--- src/verilog/nmsc_consts.svh ---
// constants of the network monitor statistic counter bank
`ifndef NMSC_CONSTS_SVH
`define NMSC_CONSTS_SVH
`define NMSC_NUM_CNT       21
`define NMSC_OFS_COLL      32'h0000_0100
`define NMSC_OFS_TX_OCT    32'h0000_0104
`define NMSC_OFS_TX_PKT    32'h0000_0108
`define NMSC_OFS_TX_64     32'h0000_010c
`define NMSC_OFS_TX_65     32'h0000_0110
`define NMSC_OFS_TX_128    32'h0000_0114
`define NMSC_OFS_TX_256    32'h0000_0118
`define NMSC_OFS_TX_512    32'h0000_011c
`define NMSC_OFS_TX_1024   32'h0000_0120
`define NMSC_OFS_CRC_ALIGN 32'h0000_0124
`define NMSC_OFS_UNDERSIZE 32'h0000_0128
`define NMSC_OFS_FRAG      32'h0000_012c
`define NMSC_OFS_JABBER    32'h0000_0130
`define NMSC_OFS_RX_OCT    32'h0000_0134
`define NMSC_OFS_RX_PKT    32'h0000_0138
`define NMSC_OFS_RX_64     32'h0000_013c
`define NMSC_OFS_RX_65     32'h0000_0140
`define NMSC_OFS_RX_128    32'h0000_0144
`define NMSC_OFS_RX_256    32'h0000_0148
`define NMSC_OFS_RX_512    32'h0000_014c
`define NMSC_OFS_RX_1024   32'h0000_0150
`define NMSC_IX(o)         (((o) - `NMSC_OFS_COLL) >> 2)
`define NMSC_CNT_RST       32'h0000_0000
`define NMSC_THRESHOLD     32'h0000_c000
`define NMSC_LEN_64        16'h0040
`define NMSC_LEN_127       16'h007f
`define NMSC_LEN_255       16'h00ff
`define NMSC_LEN_511       16'h01ff
`define NMSC_LEN_1023      16'h03ff
`define NMSC_LEN_1518      16'h05ee
`define NMSC_VLAN_OCTETS   16'h0004
`define NMSC_PAT_END       8'h00
`define NMSC_NIB_EXT       4'hf
`define NMSC_CRC_LAST      2'h3
`endif

--- src/verilog/nmsc_pkg.sv ---
// types of the network monitor statistic counter bank
package nmsc_pkg;
  typedef enum logic [1:0] {
    nmsc_st_pat     = 2'b00,
    nmsc_st_ext_off = 2'b01,
    nmsc_st_ext_cnt = 2'b10,
    nmsc_st_crc     = 2'b11
  } nmsc_parse_e;
  typedef logic [31:0] nmsc_word_t;
  typedef logic [15:0] nmsc_len_t;
endpackage

--- src/verilog/nmsc_cnt_if.sv ---
// carrier between the bank controller and the counter storage
`timescale 1ns/1ps
interface nmsc_cnt_if import nmsc_pkg::*; #(parameter int N = 21);
  logic [N-1:0]         inc_en;
  nmsc_len_t            inc_val [N];
  logic                 wr_en;
  logic [$clog2(N)-1:0] idx;
  nmsc_word_t           wdata;
  nmsc_word_t           rdata;
  logic [N-1:0]         thr_hit;
  modport ctl  (output inc_en, inc_val, wr_en, idx, wdata, input rdata, thr_hit);
  modport bank (input inc_en, inc_val, wr_en, idx, wdata, output rdata, thr_hit);
endinterface

--- src/verilog/nmsc_cnt_bank.sv ---
// storage of the statistic counters with registered read data
`timescale 1ns/1ps
`include "nmsc_consts.svh"
module nmsc_cnt_bank import nmsc_pkg::*; #(
  parameter int N = 21
) (
  input wire logic core_clk,
  input wire logic nrst,
  nmsc_cnt_if.bank cb
);
  localparam int IW = $clog2(N);
  nmsc_word_t   cnt [N];
  logic [N-1:0] next_thr_hit;
  nmsc_word_t   next_rdata;

  for (genvar i = 0; i < N; i++) begin : g_cnt
    wire nmsc_word_t sum  = cnt[i] + {16'h0000, cb.inc_val[i]};
    wire logic       wr_i = cb.wr_en && (cb.idx == IW'(i));
    always_ff @(posedge core_clk or negedge nrst) begin
      if (!nrst) begin
        cnt[i] <= `NMSC_CNT_RST;
      end else if (wr_i) begin
        cnt[i] <= cb.wdata;
      end else if (cb.inc_en[i]) begin
        cnt[i] <= sum;
      end
    end
    // crossing of the threshold by counting, not by a host write
    assign next_thr_hit[i] = !wr_i && cb.inc_en[i] &&
                             (cnt[i] < `NMSC_THRESHOLD) && (sum >= `NMSC_THRESHOLD);
  end

  assign next_rdata = (cb.idx < IW'(N)) ? cnt[cb.idx] : `NMSC_CNT_RST;

  always_ff @(posedge core_clk or negedge nrst) begin
    if (!nrst) begin
      cb.rdata   <= `NMSC_CNT_RST;
      cb.thr_hit <= '0;
    end else begin
      cb.rdata   <= next_rdata;
      cb.thr_hit <= next_thr_hit;
    end
  end
endmodule

--- src/verilog/nmsc_wake_parse.sv ---
// parser of wake pattern entries, terminator and reference crc
`timescale 1ns/1ps
`include "nmsc_consts.svh"
module nmsc_wake_parse import nmsc_pkg::*; (
  input  wire logic        core_clk,
  input  wire logic        nrst,
  input  wire logic        byte_valid,
  input  wire logic [7:0]  byte_in,
  output logic             entry_valid,
  output logic [7:0]       entry_offset,
  output logic [7:0]       entry_count,
  output logic             crc_valid,
  output logic [31:0]      ref_crc
);
  nmsc_parse_e state;
  logic [7:0]  hold;
  logic        cnt_ext;
  logic [1:0]  crc_n;
  logic [31:0] crc_sh;
  wire  [3:0]  nib_off = byte_in[7:4];
  wire  [3:0]  nib_cnt = byte_in[3:0];
  wire  [31:0] next_crc_sh = {byte_in, crc_sh[31:8]};

  always_ff @(posedge core_clk or negedge nrst) begin
    if (!nrst) begin
      state        <= nmsc_st_pat;
      hold         <= 8'h00;
      cnt_ext      <= 1'b0;
      crc_n        <= 2'h0;
      crc_sh       <= 32'h0000_0000;
      entry_valid  <= 1'b0;
      entry_offset <= 8'h00;
      entry_count  <= 8'h00;
      crc_valid    <= 1'b0;
      ref_crc      <= 32'h0000_0000;
    end else begin
      entry_valid <= 1'b0;
      crc_valid   <= 1'b0;
      if (byte_valid) begin
        unique case (state)
          nmsc_st_pat: begin
            if (byte_in == `NMSC_PAT_END) begin
              state <= nmsc_st_crc;
              crc_n <= 2'h0;
            end else if (nib_off == `NMSC_NIB_EXT) begin
              hold    <= {4'h0, nib_cnt};
              cnt_ext <= (nib_cnt == `NMSC_NIB_EXT);
              state   <= nmsc_st_ext_off;
            end else if (nib_cnt == `NMSC_NIB_EXT) begin
              hold  <= {4'h0, nib_off};
              state <= nmsc_st_ext_cnt;
            end else begin
              entry_valid  <= 1'b1;
              entry_offset <= {4'h0, nib_off};
              entry_count  <= {4'h0, nib_cnt};
            end
          end
          nmsc_st_ext_off: begin
            if (cnt_ext) begin
              hold  <= byte_in;
              state <= nmsc_st_ext_cnt;
            end else begin
              entry_valid  <= 1'b1;
              entry_offset <= byte_in;
              entry_count  <= hold;
              state        <= nmsc_st_pat;
            end
          end
          nmsc_st_ext_cnt: begin
            entry_valid  <= 1'b1;
            entry_offset <= hold;
            entry_count  <= byte_in;
            state        <= nmsc_st_pat;
          end
          nmsc_st_crc: begin
            // least significant crc byte first
            crc_sh <= next_crc_sh;
            crc_n  <= crc_n + 2'h1;
            if (crc_n == `NMSC_CRC_LAST) begin
              crc_valid <= 1'b1;
              ref_crc   <= next_crc_sh;
              state     <= nmsc_st_pat;
            end
          end
        endcase
      end
    end
  end
endmodule

--- src/verilog/nmsc_top.sv ---
// network monitor statistic counter bank with memory-mapped access
`timescale 1ns/1ps
`include "nmsc_consts.svh"
module nmsc_top import nmsc_pkg::*; #(
  parameter int N = `NMSC_NUM_CNT
) (
  input  wire logic         core_clk,
  input  wire logic         nrst,
  input  wire logic         mem_space,
  input  wire logic         io_space,
  input  wire logic [31:0]  acc_addr,
  input  wire logic         acc_wr,
  input  wire logic         acc_rd,
  input  wire logic [31:0]  acc_wdata,
  input  wire logic [31:0]  memory_window_base,
  output logic [31:0]       acc_rdata,
  output logic              acc_ack,
  input  wire logic         stats_global_enable,
  input  wire logic [N-1:0] monitor_count_mask,
  input  wire logic         collision_evt,
  input  wire logic         rx_done,
  input  wire logic [15:0]  rx_len,
  input  wire logic         rx_fcs_bad,
  input  wire logic         rx_vlan_stripped,
  input  wire logic         tx_done,
  input  wire logic [15:0]  tx_len,
  input  wire logic         tx_vlan_inserted,
  output logic              stats_threshold_flag,
  input  wire logic         wake_byte_valid,
  input  wire logic [7:0]   wake_byte,
  output logic              wake_entry_valid,
  output logic [7:0]        wake_entry_offset,
  output logic [7:0]        wake_entry_count,
  output logic              wake_crc_valid,
  output logic [31:0]       wake_ref_crc
);
  localparam int IW = $clog2(N);

  nmsc_cnt_if #(.N(N)) cb ();

  // ---- access decode
  wire nmsc_word_t off = acc_addr - memory_window_base;
  // i/o-space strobes are never decoded here
  wire logic in_win = mem_space && (off >= `NMSC_OFS_COLL)
                      && (off <= `NMSC_OFS_RX_1024) && (off[1:0] == 2'b00);
  wire logic io_only  = io_space && !mem_space;
  wire logic take_wr  = in_win && acc_wr && !io_only;
  wire logic take_rd  = in_win && acc_rd && !acc_wr && !io_only;
  wire logic take_any = take_wr || take_rd;
  wire nmsc_word_t ix_full = `NMSC_IX(off);
  wire logic [IW-1:0] ix = ix_full[IW-1:0];

  logic ack_p1;
  logic rd_p1;
  logic next_flag;

  // ---- lengths on the wire including a stripped or inserted tag
  wire nmsc_len_t rx_tag = rx_vlan_stripped ? `NMSC_VLAN_OCTETS : 16'h0000;
  wire nmsc_len_t tx_tag = tx_vlan_inserted ? `NMSC_VLAN_OCTETS : 16'h0000;
  // incoming lengths already omit preamble and delimiter and hold the fcs
  wire nmsc_len_t rx_wlen = rx_len + rx_tag;
  wire nmsc_len_t tx_wlen = tx_len + tx_tag;

  // ---- length classes
  function automatic logic [5:0] bin_of(input nmsc_len_t l);
    logic [5:0] b;
    b    = 6'h00;
    b[0] = (l == `NMSC_LEN_64);
    b[1] = (l > `NMSC_LEN_64) && (l <= `NMSC_LEN_127);
    b[2] = (l > `NMSC_LEN_127) && (l <= `NMSC_LEN_255);
    b[3] = (l > `NMSC_LEN_255) && (l <= `NMSC_LEN_511);
    b[4] = (l > `NMSC_LEN_511) && (l <= `NMSC_LEN_1023);
    b[5] = (l > `NMSC_LEN_1023) && (l <= `NMSC_LEN_1518);
    return b;
  endfunction

  wire logic [5:0] rx_bin = bin_of(rx_wlen);
  wire logic [5:0] tx_bin = bin_of(tx_wlen);
  wire logic rx_short = rx_wlen < `NMSC_LEN_64;
  wire logic rx_long  = rx_wlen > `NMSC_LEN_1518;
  wire logic rx_norm  = !rx_short && !rx_long;

  // ---- raw events per counter index
  logic [N-1:0] ev;
  assign ev[`NMSC_IX(`NMSC_OFS_COLL)]      = collision_evt;
  assign ev[`NMSC_IX(`NMSC_OFS_TX_OCT)]    = tx_done;
  assign ev[`NMSC_IX(`NMSC_OFS_TX_PKT)]    = tx_done;
  assign ev[`NMSC_IX(`NMSC_OFS_TX_64)]     = tx_done && tx_bin[0];
  assign ev[`NMSC_IX(`NMSC_OFS_TX_65)]     = tx_done && tx_bin[1];
  assign ev[`NMSC_IX(`NMSC_OFS_TX_128)]    = tx_done && tx_bin[2];
  assign ev[`NMSC_IX(`NMSC_OFS_TX_256)]    = tx_done && tx_bin[3];
  assign ev[`NMSC_IX(`NMSC_OFS_TX_512)]    = tx_done && tx_bin[4];
  assign ev[`NMSC_IX(`NMSC_OFS_TX_1024)]   = tx_done && tx_bin[5];
  assign ev[`NMSC_IX(`NMSC_OFS_CRC_ALIGN)] = rx_done && rx_fcs_bad && rx_norm;
  assign ev[`NMSC_IX(`NMSC_OFS_UNDERSIZE)] = rx_done && !rx_fcs_bad && rx_short;
  assign ev[`NMSC_IX(`NMSC_OFS_FRAG)]      = rx_done && rx_fcs_bad && rx_short;
  assign ev[`NMSC_IX(`NMSC_OFS_JABBER)]    = rx_done && rx_fcs_bad && rx_long;
  assign ev[`NMSC_IX(`NMSC_OFS_RX_OCT)]    = rx_done;
  assign ev[`NMSC_IX(`NMSC_OFS_RX_PKT)]    = rx_done;
  assign ev[`NMSC_IX(`NMSC_OFS_RX_64)]     = rx_done && rx_bin[0];
  assign ev[`NMSC_IX(`NMSC_OFS_RX_65)]     = rx_done && rx_bin[1];
  assign ev[`NMSC_IX(`NMSC_OFS_RX_128)]    = rx_done && rx_bin[2];
  assign ev[`NMSC_IX(`NMSC_OFS_RX_256)]    = rx_done && rx_bin[3];
  assign ev[`NMSC_IX(`NMSC_OFS_RX_512)]    = rx_done && rx_bin[4];
  assign ev[`NMSC_IX(`NMSC_OFS_RX_1024)]   = rx_done && rx_bin[5];

  // dropped, overlength, broadcast and multicast totals live in the mac
  // statistic block, so no storage is spent on them here

  // ---- gating and increment amounts
  wire logic [N-1:0] cnt_on = {N{stats_global_enable}} & ~monitor_count_mask;
  assign cb.inc_en = ev & cnt_on;

  for (genvar i = 0; i < N; i++) begin : g_inc
    if (i == `NMSC_IX(`NMSC_OFS_RX_OCT)) begin : g_rx_oct
      assign cb.inc_val[i] = rx_wlen;
    end else if (i == `NMSC_IX(`NMSC_OFS_TX_OCT)) begin : g_tx_oct
      assign cb.inc_val[i] = tx_wlen;
    end else begin : g_one
      assign cb.inc_val[i] = 16'h0001;
    end
  end

  // ---- host side of the bank
  assign cb.wr_en = take_wr;
  assign cb.idx   = ix;
  assign cb.wdata = acc_wdata;

  assign next_flag = |cb.thr_hit;

  nmsc_cnt_bank #(.N(N)) u_bank (
    .core_clk (core_clk),
    .nrst     (nrst),
    .cb       (cb)
  );

  always_ff @(posedge core_clk or negedge nrst) begin
    if (!nrst) begin
      ack_p1 <= 1'b0;
      rd_p1  <= 1'b0;
    end else begin
      ack_p1 <= take_any;
      rd_p1  <= take_rd;
    end
  end

  always_ff @(posedge core_clk or negedge nrst) begin
    if (!nrst) begin
      acc_ack   <= 1'b0;
      acc_rdata <= 32'h0000_0000;
    end else begin
      acc_ack   <= ack_p1;
      acc_rdata <= rd_p1 ? cb.rdata : 32'h0000_0000;
    end
  end

  always_ff @(posedge core_clk or negedge nrst) begin
    if (!nrst) begin
      stats_threshold_flag <= 1'b0;
    end else begin
      stats_threshold_flag <= next_flag;
    end
  end

  nmsc_wake_parse u_wake (
    .core_clk     (core_clk),
    .nrst         (nrst),
    .byte_valid   (wake_byte_valid),
    .byte_in      (wake_byte),
    .entry_valid  (wake_entry_valid),
    .entry_offset (wake_entry_offset),
    .entry_count  (wake_entry_count),
    .crc_valid    (wake_crc_valid),
    .ref_crc      (wake_ref_crc)
  );
endmodule

--- config.mk ---
export PLATFORM = sky130hd
export DESIGN_NAME = nmsc_top
export DESIGN_NICKNAME = d
export VERILOG_FILES = /design/src/verilog/nmsc_pkg.sv /design/src/verilog/nmsc_cnt_if.sv /design/src/verilog/nmsc_cnt_bank.sv /design/src/verilog/nmsc_wake_parse.sv /design/src/verilog/nmsc_top.sv
export VERILOG_INCLUDE_DIRS = /design/src /design/src/verilog
export SDC_FILE = /design/constraint.sdc
export NUM_CORES = 2
export LEC_CHECK = 0
export ABC_AREA = 1
export BUFFER_PORTS_ARGS = -buffer_cell sky130_fd_sc_hd__buf_2
export CAP_MARGIN = 20
export CORE_UTILIZATION = 52
export DETAILED_ROUTE_END_ITERATION = 8
export PLACE_DENSITY_LB_ADDON = 0.15
export SKIP_CTS_REPAIR_TIMING = 1
export SLEW_MARGIN = 5
export SYNTH_ARGS = -nofsm -noshare
export SYNTH_HDL_FRONTEND = slang
export SYNTH_SLANG_ARGS = --single-unit
--- constraint.sdc ---
create_clock -name core_clk -period 5.2 [get_ports core_clk]
set_input_delay 0.78 -clock core_clk [delete_from_list [all_inputs] [get_ports core_clk]]
set_output_delay 0.78 -clock core_clk [all_outputs]
set_load 0.005 [all_outputs]
Word level (Yosys, flattened, before mapping)
Index checks and enable logic that the tools add are counted.
- output and inout port bits: 84
- logic and storage cells: 441
- input port bits: 171
- flip-flop bits (word level): 856
- add/sub/neg operators: 26
- bitwise gates (word level): 5
- reductions and logical operators: 186
- muxes and demuxes: 81
- magnitude comparators: 68
- equality and inequality tests: 37
- operators with widths (cell ; count):
    32-bit two-way mux ; 46
    32-bit by 16-bit >= comparator with 1-bit output, second input constant ; 21
    32-bit by 16-bit < comparator with 1-bit output, second input constant ; 21
    32-bit by 1-bit adder with 32-bit output, second input constant ; 19
    32-bit binary-select mux with 5-bit select ; 1
    1-bit logical AND ; 122
    8-bit two-way mux ; 12
    32-bit by 16-bit adder with 32-bit output ; 2
    16-bit by 7-bit > comparator with 1-bit output, second input constant ; 4
    8-bit one-hot mux with 3 select lines ; 2
    2-bit nonzero test ; 23
    21-bit bitwise AND ; 2
    5-bit by 4-bit == test with 1-bit output, second input constant ; 8
    16-bit by 3-bit adder with 16-bit output ; 2
    16-bit by 7-bit == test with 1-bit output, second input constant ; 2
    32-bit by 9-bit >= comparator with 1-bit output, second input constant ; 1
    16-bit by 10-bit > comparator with 1-bit output, second input constant ; 2
    16-bit by 8-bit > comparator with 1-bit output, second input constant ; 2
    16-bit by 9-bit > comparator with 1-bit output, second input constant ; 2
    16-bit by 10-bit <= comparator with 1-bit output, second input constant ; 2
    16-bit by 11-bit <= comparator with 1-bit output, second input constant ; 2
    16-bit by 7-bit <= comparator with 1-bit output, second input constant ; 2
    16-bit by 8-bit <= comparator with 1-bit output, second input constant ; 2
    16-bit by 9-bit <= comparator with 1-bit output, second input constant ; 2
    41 further kinds ; 99

Logic depth before layout (Yosys ltp)
- depth after elaboration: 12
- mapped depth: 25
- gate-level depth less buffers: 25

Hierarchy
A second synthesis with hierarchy kept.
- cell total of the unflattened synthesis: 12411
- area total of the unflattened synthesis: 78659.2 um2
- by module, submodules not included (module ; instances ; cells an instance ; area each (um2)):
    nmsc_cnt_bank ; 1 ; 11058 ; 69723.1
    nmsc_top ; 1 ; 910 ; 5048.6
    nmsc_wake_parse ; 1 ; 443 ; 3887.5

Worst setup path after synthesis
OpenSTA, ideal clock, no wires.
- path type: input to register
- start: input tx_len[2]
- end: register u_bank.cb.thr_hit[1]
- cell stages on the path: 24
- required time: 5084 ps
- arrival: 3563 ps
- path slack: 1521 ps
- setup time: 116 ps
- cell sequence: ha_1 -> ha_1 -> nand3_1 -> nor2_1 -> nand2_1 -> nor2_1 -> nand2_1 -> xor2_1 -> inv_1 -> ha_1 -> nand2_1 -> nor2_1 -> nor3b_1 -> nand2_1 -> nand2_1 -> a21oi_1 -> nor3_1 -> nor2_1 -> nor2_1 -> nand2_1 -> nor2_1 -> nand2_1 -> nor2_1 -> nor2_1
- word-level cells in the longest chain between the ends: 4
- RTL lines (what ; line ; source):
    start: declaration ; nmsc_top.sv:26 ; input wire logic [15:0] tx_len,
    16-bit by 3-bit adder with 16-bit output ; nmsc_top.sv:62 ; wire nmsc_len_t tx_wlen = tx_len + tx_tag;
    32-bit by 16-bit adder with 32-bit output ; nmsc_cnt_bank.sv:17 ; wire nmsc_word_t sum = cnt[i] + {16'h0000, cb.inc_val[i]};
    32-bit by 16-bit >= comparator with 1-bit output (no source line) ; - ;
    1-bit logical AND ; nmsc_cnt_bank.sv:29 ; assign next_thr_hit[i] = !wr_i && cb.inc_en[i] &&
    net u_bank.next_thr_hit[1] ; nmsc_cnt_bank.sv:13 ; logic [N-1:0] next_thr_hit;
    end signal: assignment ; nmsc_cnt_bank.sv:41 ; cb.thr_hit <= next_thr_hit;
    end: declaration ; nmsc_cnt_if.sv:12 ; modport bank (input inc_en, inc_val, wr_en, idx, wdata, output rdata, thr_hit);
The timed path passes the listed nets, and every way through them passes these cells.
A chain may end at the register's enable or synchronous reset.

Final worst setup path
- start: input memory_window_base[22]
- end: register u_bank.cnt[194] (netlist name)
- word-level cells in the longest chain between the ends: 9
- elaborated cells between the ends (all ways): 11
- those cells by class: add/sub (1); order compare (2); mux (1); reduce/logical (7)
- RTL lines (what ; line ; source):
    start: declaration ; nmsc_top.sv:15 ; input wire logic [31:0] memory_window_base,
    32-bit subtractor (*) ; nmsc_top.sv:42 ; wire nmsc_word_t off = acc_addr - memory_window_base;
    32-bit by 9-bit >= comparator with 1-bit output (no source line) ; - ;
    1-bit logical AND ; nmsc_top.sv:44 ; wire logic in_win = mem_space && (off >= `NMSC_OFS_COLL)
    1-bit logical AND (*) (2 in series) ; nmsc_top.sv:44 ;
    1-bit logical AND (*) (2 in series) ; nmsc_top.sv:47 ; wire logic take_wr = in_win && acc_wr && !io_only;
    1-bit logical AND (*) ; nmsc_cnt_bank.sv:18 ; wire logic wr_i = cb.wr_en && (cb.idx == IW'(i));
    32-bit two-way mux / 2-bit nonzero test (equally long branches) ; - ;
    end signal: indexed assignment ; nmsc_cnt_bank.sv:21 ; cnt[i] <= `NMSC_CNT_RST;
    end signal: indexed assignment ; nmsc_cnt_bank.sv:23 ; cnt[i] <= cb.wdata;
    end signal: indexed assignment ; nmsc_cnt_bank.sv:25 ; cnt[i] <= sum;
    end: declaration ; nmsc_cnt_bank.sv:12 ; nmsc_word_t cnt [N];
Mark *: on every way between the ends. The rest lies on a longest branch, timed or not.

==> summary.md <==
| Metric | Value |
|---|---|
| Hold crit path type | `primary input to asynchronous set/reset pin` |
| Crit-path cells | `buf_2 -> inv_1 -> ha_1 -> nand2_1 -> nor4_1 -> nand3_1 -> nand3_1 -> nand3_1 -> nor2_1 -> nand3_2 -> nor2_8 -> buf_4 -> nand3_4 -> inv_2 -> nand2_1 -> nand3_1` |
| Maximum VDD drop | `between 0.3 and 0.4 mV` |
| Die Area | `125100 sq um` |
| Vias per cell | `6.275` |
| CP max-delay cell | `nor4_1` |
| Area Growth Syn to Fin | `9.329%` |
| Area post-placement | `roughly 67000 sq um` |
| Yosys warns | `0` |
| Overall routing resource usage | `0.4386` |
| Achievable Freq | `0.2366 GHz` |
| Pwr Density | `297.9 nW/um^2` |
| Post-DP HPWL | `~200000 um` |
| Share of cells above drive strength 1 | `0.07486` |
| Ys flop type | `dfrtp_1` |
| EDFF count, synth | `0` |
| Setup CP Type | `primary input to flip-flop` |
| Synth top area share | `0.3300` |
| XOR/XNOR Fraction of Synth Area | `0.07981` |
| Total wire length | `between 200000 and 300000 um` |
| Switching Fraction | `0.3701` |
| Fill count | `11.88k` |
| Synth area leaders | `dfrtp_1 (33%), nand3_1 (15%), nand2_1 (12%)` |
| I/O pin total | `255` |
| Commonest non-fill, non-tap cell in the layout | `nand2_1` |
| Worst path most repeated cell | `nand3_1` |
| Largest net degree at the start of global routing | `158` |
| Combinational share of power | `0.264` |
| Total negative slack | `0 ns` |
| TritonCTS clock tree | `done` |
| Clk pwr share | `0.368` |
| Clock sink total | `~850` |
| Syn Inst Count | `around 9.5k` |
| Nets | `just under 10k` |
| Initial Utilization | `0.5263` |
| RSZ-0062 raised after global routing | `false` |
| Htree depth | `3` |
| Status | `finished with violations` |
| FF-to-FF setup slack | `approximately 1.8 ns` |
| Min Tclk post-route | `4.227 ns` |
| CP required | `5.86 ns` |
| Largest family of logic cells by synthesized area | `simple AND/OR/NAND/NOR gates` |
| Final Cell Area | `70310 sq um` |
| Worst flop-to-flop path endpoint | `u_bank.cb.thr_hit[16]$_DFF_PN0_` |
| CP Launch Type | `primary input` |
| Clk_lat worst skew | `about 0.75 ns` |
| Syn Area/Cell | `6.798 sq um` |
| Synth Area in Adders | `0.02202` |
| Initial antenna violation count | `17` |
| CP arrival | `4.88 ns` |
| GRT overflow | `0` |
| Reg clk slew, reported paths | `0.06 ns` |
| Fin. max-slew vios | `0` |
| Row count | `128` |
| CTS max path bufs | `3` |
| Vias in the first global route | `64.51k` |
| RR Startpoint | `u_bank.cnt[128]$_DFFE_PN0P_` |
| Placed cell count | `approximately 11k` |
| Wire per inst | `between 20 and 30 um` |
| Num CTS Buffers | `slightly above 100` |
| Least-Margin Pin Slew | `1.273 ns` |
| R2r worst-path depth | `15` |
| Mapped cell area | `64310 sq um` |
| First-pass GRT wire length | `around 420000 um` |
| CP Capture Point | `u_bank.cnt[194]$_DFFE_PN0P_` |
| Hold Fails Final Rpt | `0` |
| Largest stage delay, worst path | `0.64 ns` |
| Die Width | `353.7 um` |
| Die Ht | `353.7 um` |
| Core ar. | `122200 sq um` |
| Total number of vias | `70.11k` |
| Psw | `7.752 mW` |
| P_int | `13.19 mW` |
| Final non-filler cell total | `about 11k` |
| Share of the clock period used by the worst path | `0.8128` |
| FF+latch count, synth | `848` |
| Simple-gate area share of the yosys netlist | `0.3873` |
| Sequential share of power | `0.368` |
| Cell variety after synth | `60` |
| Pleak | `34.49 nW` |
| CTS root buf | `clkbuf_16` |
| CP endpoint kind | `flip-flop` |
| Asr flop ratio synth | `1.000` |
| I/O Buffers | `254` |
| Routed Antenna Nets | `0` |
| Iter 0 DRT Violations | `between 9k and 10k` |
| Drt pass-1 iters | `9` |
| Worst setup path start | `memory_window_base[22]` |
| RD Place Congestion | `around 1.1` |
| CP Max Fanout | `37` |
| # setup viols final | `0` |
| Most frequent cells in the layout | `nand2_1 (2019), nand3_1 (1923), inv_1 (1052)` |
| Leading area contributor after synthesis | `dfrtp_1` |
| Sequential area share after synthesis | `0.3300` |
| WHS | `a little over 0.008 ns` |
| Max Cap Viol | `0` |
| Proportion of synthesized area in mux cells | `0` |
| DRC errors left | `1` |
| Failing checks | `DRC` |
| Relative slew margins | `0.1515` |
| Clock Skew | `between 0.03 and 0.04 ns` |
| Syn_nets | `about 9.7k` |
| Compound-Gate Fraction of Synth Area | `0.07753` |
==> stage by stage <==
stage               power, mW  utilization  setup WS, ns
finish                  20.94       0.5754        0.9734
detailed placement      13.06       0.5459        0.4580
CTS                     20.71       0.5750         1.203
floorplan               10.54            -         1.521
global placement        13.03       0.5457        0.4597
global route            21.54       0.5752        0.7771
==> metal layers <==
layer / up-vias / part of all wire / track usage / wire length [um]
met1: 33230 / 0.39 / 0.5780 / 110200
met3: 952 / 0.12 / 0.1289 / 34610
li1: 31603 / - / - / -
met4: 14 / 0.066 / 0.2485 / 18430
met2: 4315 / 0.42 / 0.6403 / 117200
met5: - / 0.00027 / 0 / 75
==> worst min path at each step <==
stage / from / endpoint / slack (ns) / cells after the start
floorplan: ack_p1$_DFF_PN0_ / acc_ack$_DFF_PN0_ / 0.33 / 0
global placement: ack_p1$_DFF_PN0_ / acc_ack$_DFF_PN0_ / 0.33 / 0
detailed placement: ack_p1$_DFF_PN0_ / acc_ack$_DFF_PN0_ / 0.36 / 0
CTS: nrst / u_bank.cnt[667]$_DFFE_PN0P_ / 0.003 / 1
global route: nrst / u_bank.cnt[667]$_DFFE_PN0P_ / 0.03 / 1
finish: nrst / u_bank.cnt[667]$_DFFE_PN0P_ / 0.008 / 1
==> cell type report <==
class	instances	area (sq um)	share of cell area
well taps	1625	2033	0.02892
repair buffers	435	2843	0.04043
multi-input cells	6986	36560	0.5199
clock buffers	136	2963	0.04214
diodes	11	27.53	0.0003915
flip-flops and latches	848	21220	0.3018
clock inverters	49	594.3	0.008453
inverters	1084	4075	0.05796
==> logic make-up (layout without fill, tap and decap cells) <==
kind of cell / after synthesis / in the layout
buffers and inverters: 1626 / 1704
flip-flops: 848 / 848
adder cells (fa/ha/maj): 112 / 112
AO/OA/AOI/OAI: 830 / 830
XOR/XNOR: 586 / 586
AND/OR/NAND/NOR: 5458 / 5458
other: 0 / 11
==> cells in the mapped netlist, drive strengths merged, types with 2 or more instances <==
cell,number
a41oi,17
nor3b,8
ha,110
clkbuf,336
a211oi,11
o221ai,71
nor4,159
o221a,3
o21a,5
clkinv,11
a21oi,166
inv,1073
nand4,241
and2,5
o21bai,9
or2,14
o2111ai,6
xor2,463
fa,2
nor3,252
nand2,2026
buf,206
a21o,7
nor2,718
nand3b,81
nand3,1947
xnor2,123
and3,4
a22oi,42
a2111oi,4
o21ai,300
a31oi,17
dfrtp,848
o22ai,164
o211ai,3
==> power groups by stage <==
stage	logic (mW)	clock network (mW)	registers [mW]
after global placement	5.25	0	7.77
after global routing	5.85	7.97	7.73
after detailed placement	5.28	0	7.78
after floorplan	3.02	0	7.52
after CTS	5.31	7.74	7.66
final	5.54	7.70	7.71
==> registers in the layout, summed over array words and instances, names as in the netlist <==
| register | cells |
|---|---|
| u_wake.state | 2 |
| u_bank.cnt | 672 |
| u_wake.hold | 8 |
| u_wake.entry_offset | 8 |
| u_wake.crc_n | 2 |
| u_bank.cb.thr_hit | 21 |
| u_bank.cb.rdata | 32 |
| rd_p1 | 1 |
| ack_p1 | 1 |
| u_wake.entry_count | 8 |
| u_wake.cnt_ext | 1 |
| stats_threshold_flag | 1 |
| u_wake.crc_sh | 24 |
| u_wake.crc_valid | 1 |
| u_wake.entry_valid | 1 |
| u_wake.ref_crc | 32 |
| acc_ack | 1 |
| acc_rdata | 32 |
==> worst max-delay path, delay by kind of cell <==
kind,cells,cell delay (ns)
adder cells (fa/ha/maj),1,0.42
buffers and inverters,4,0.95
AND/OR/NAND/NOR,11,2.67
(Power assumes the default switching activity.)
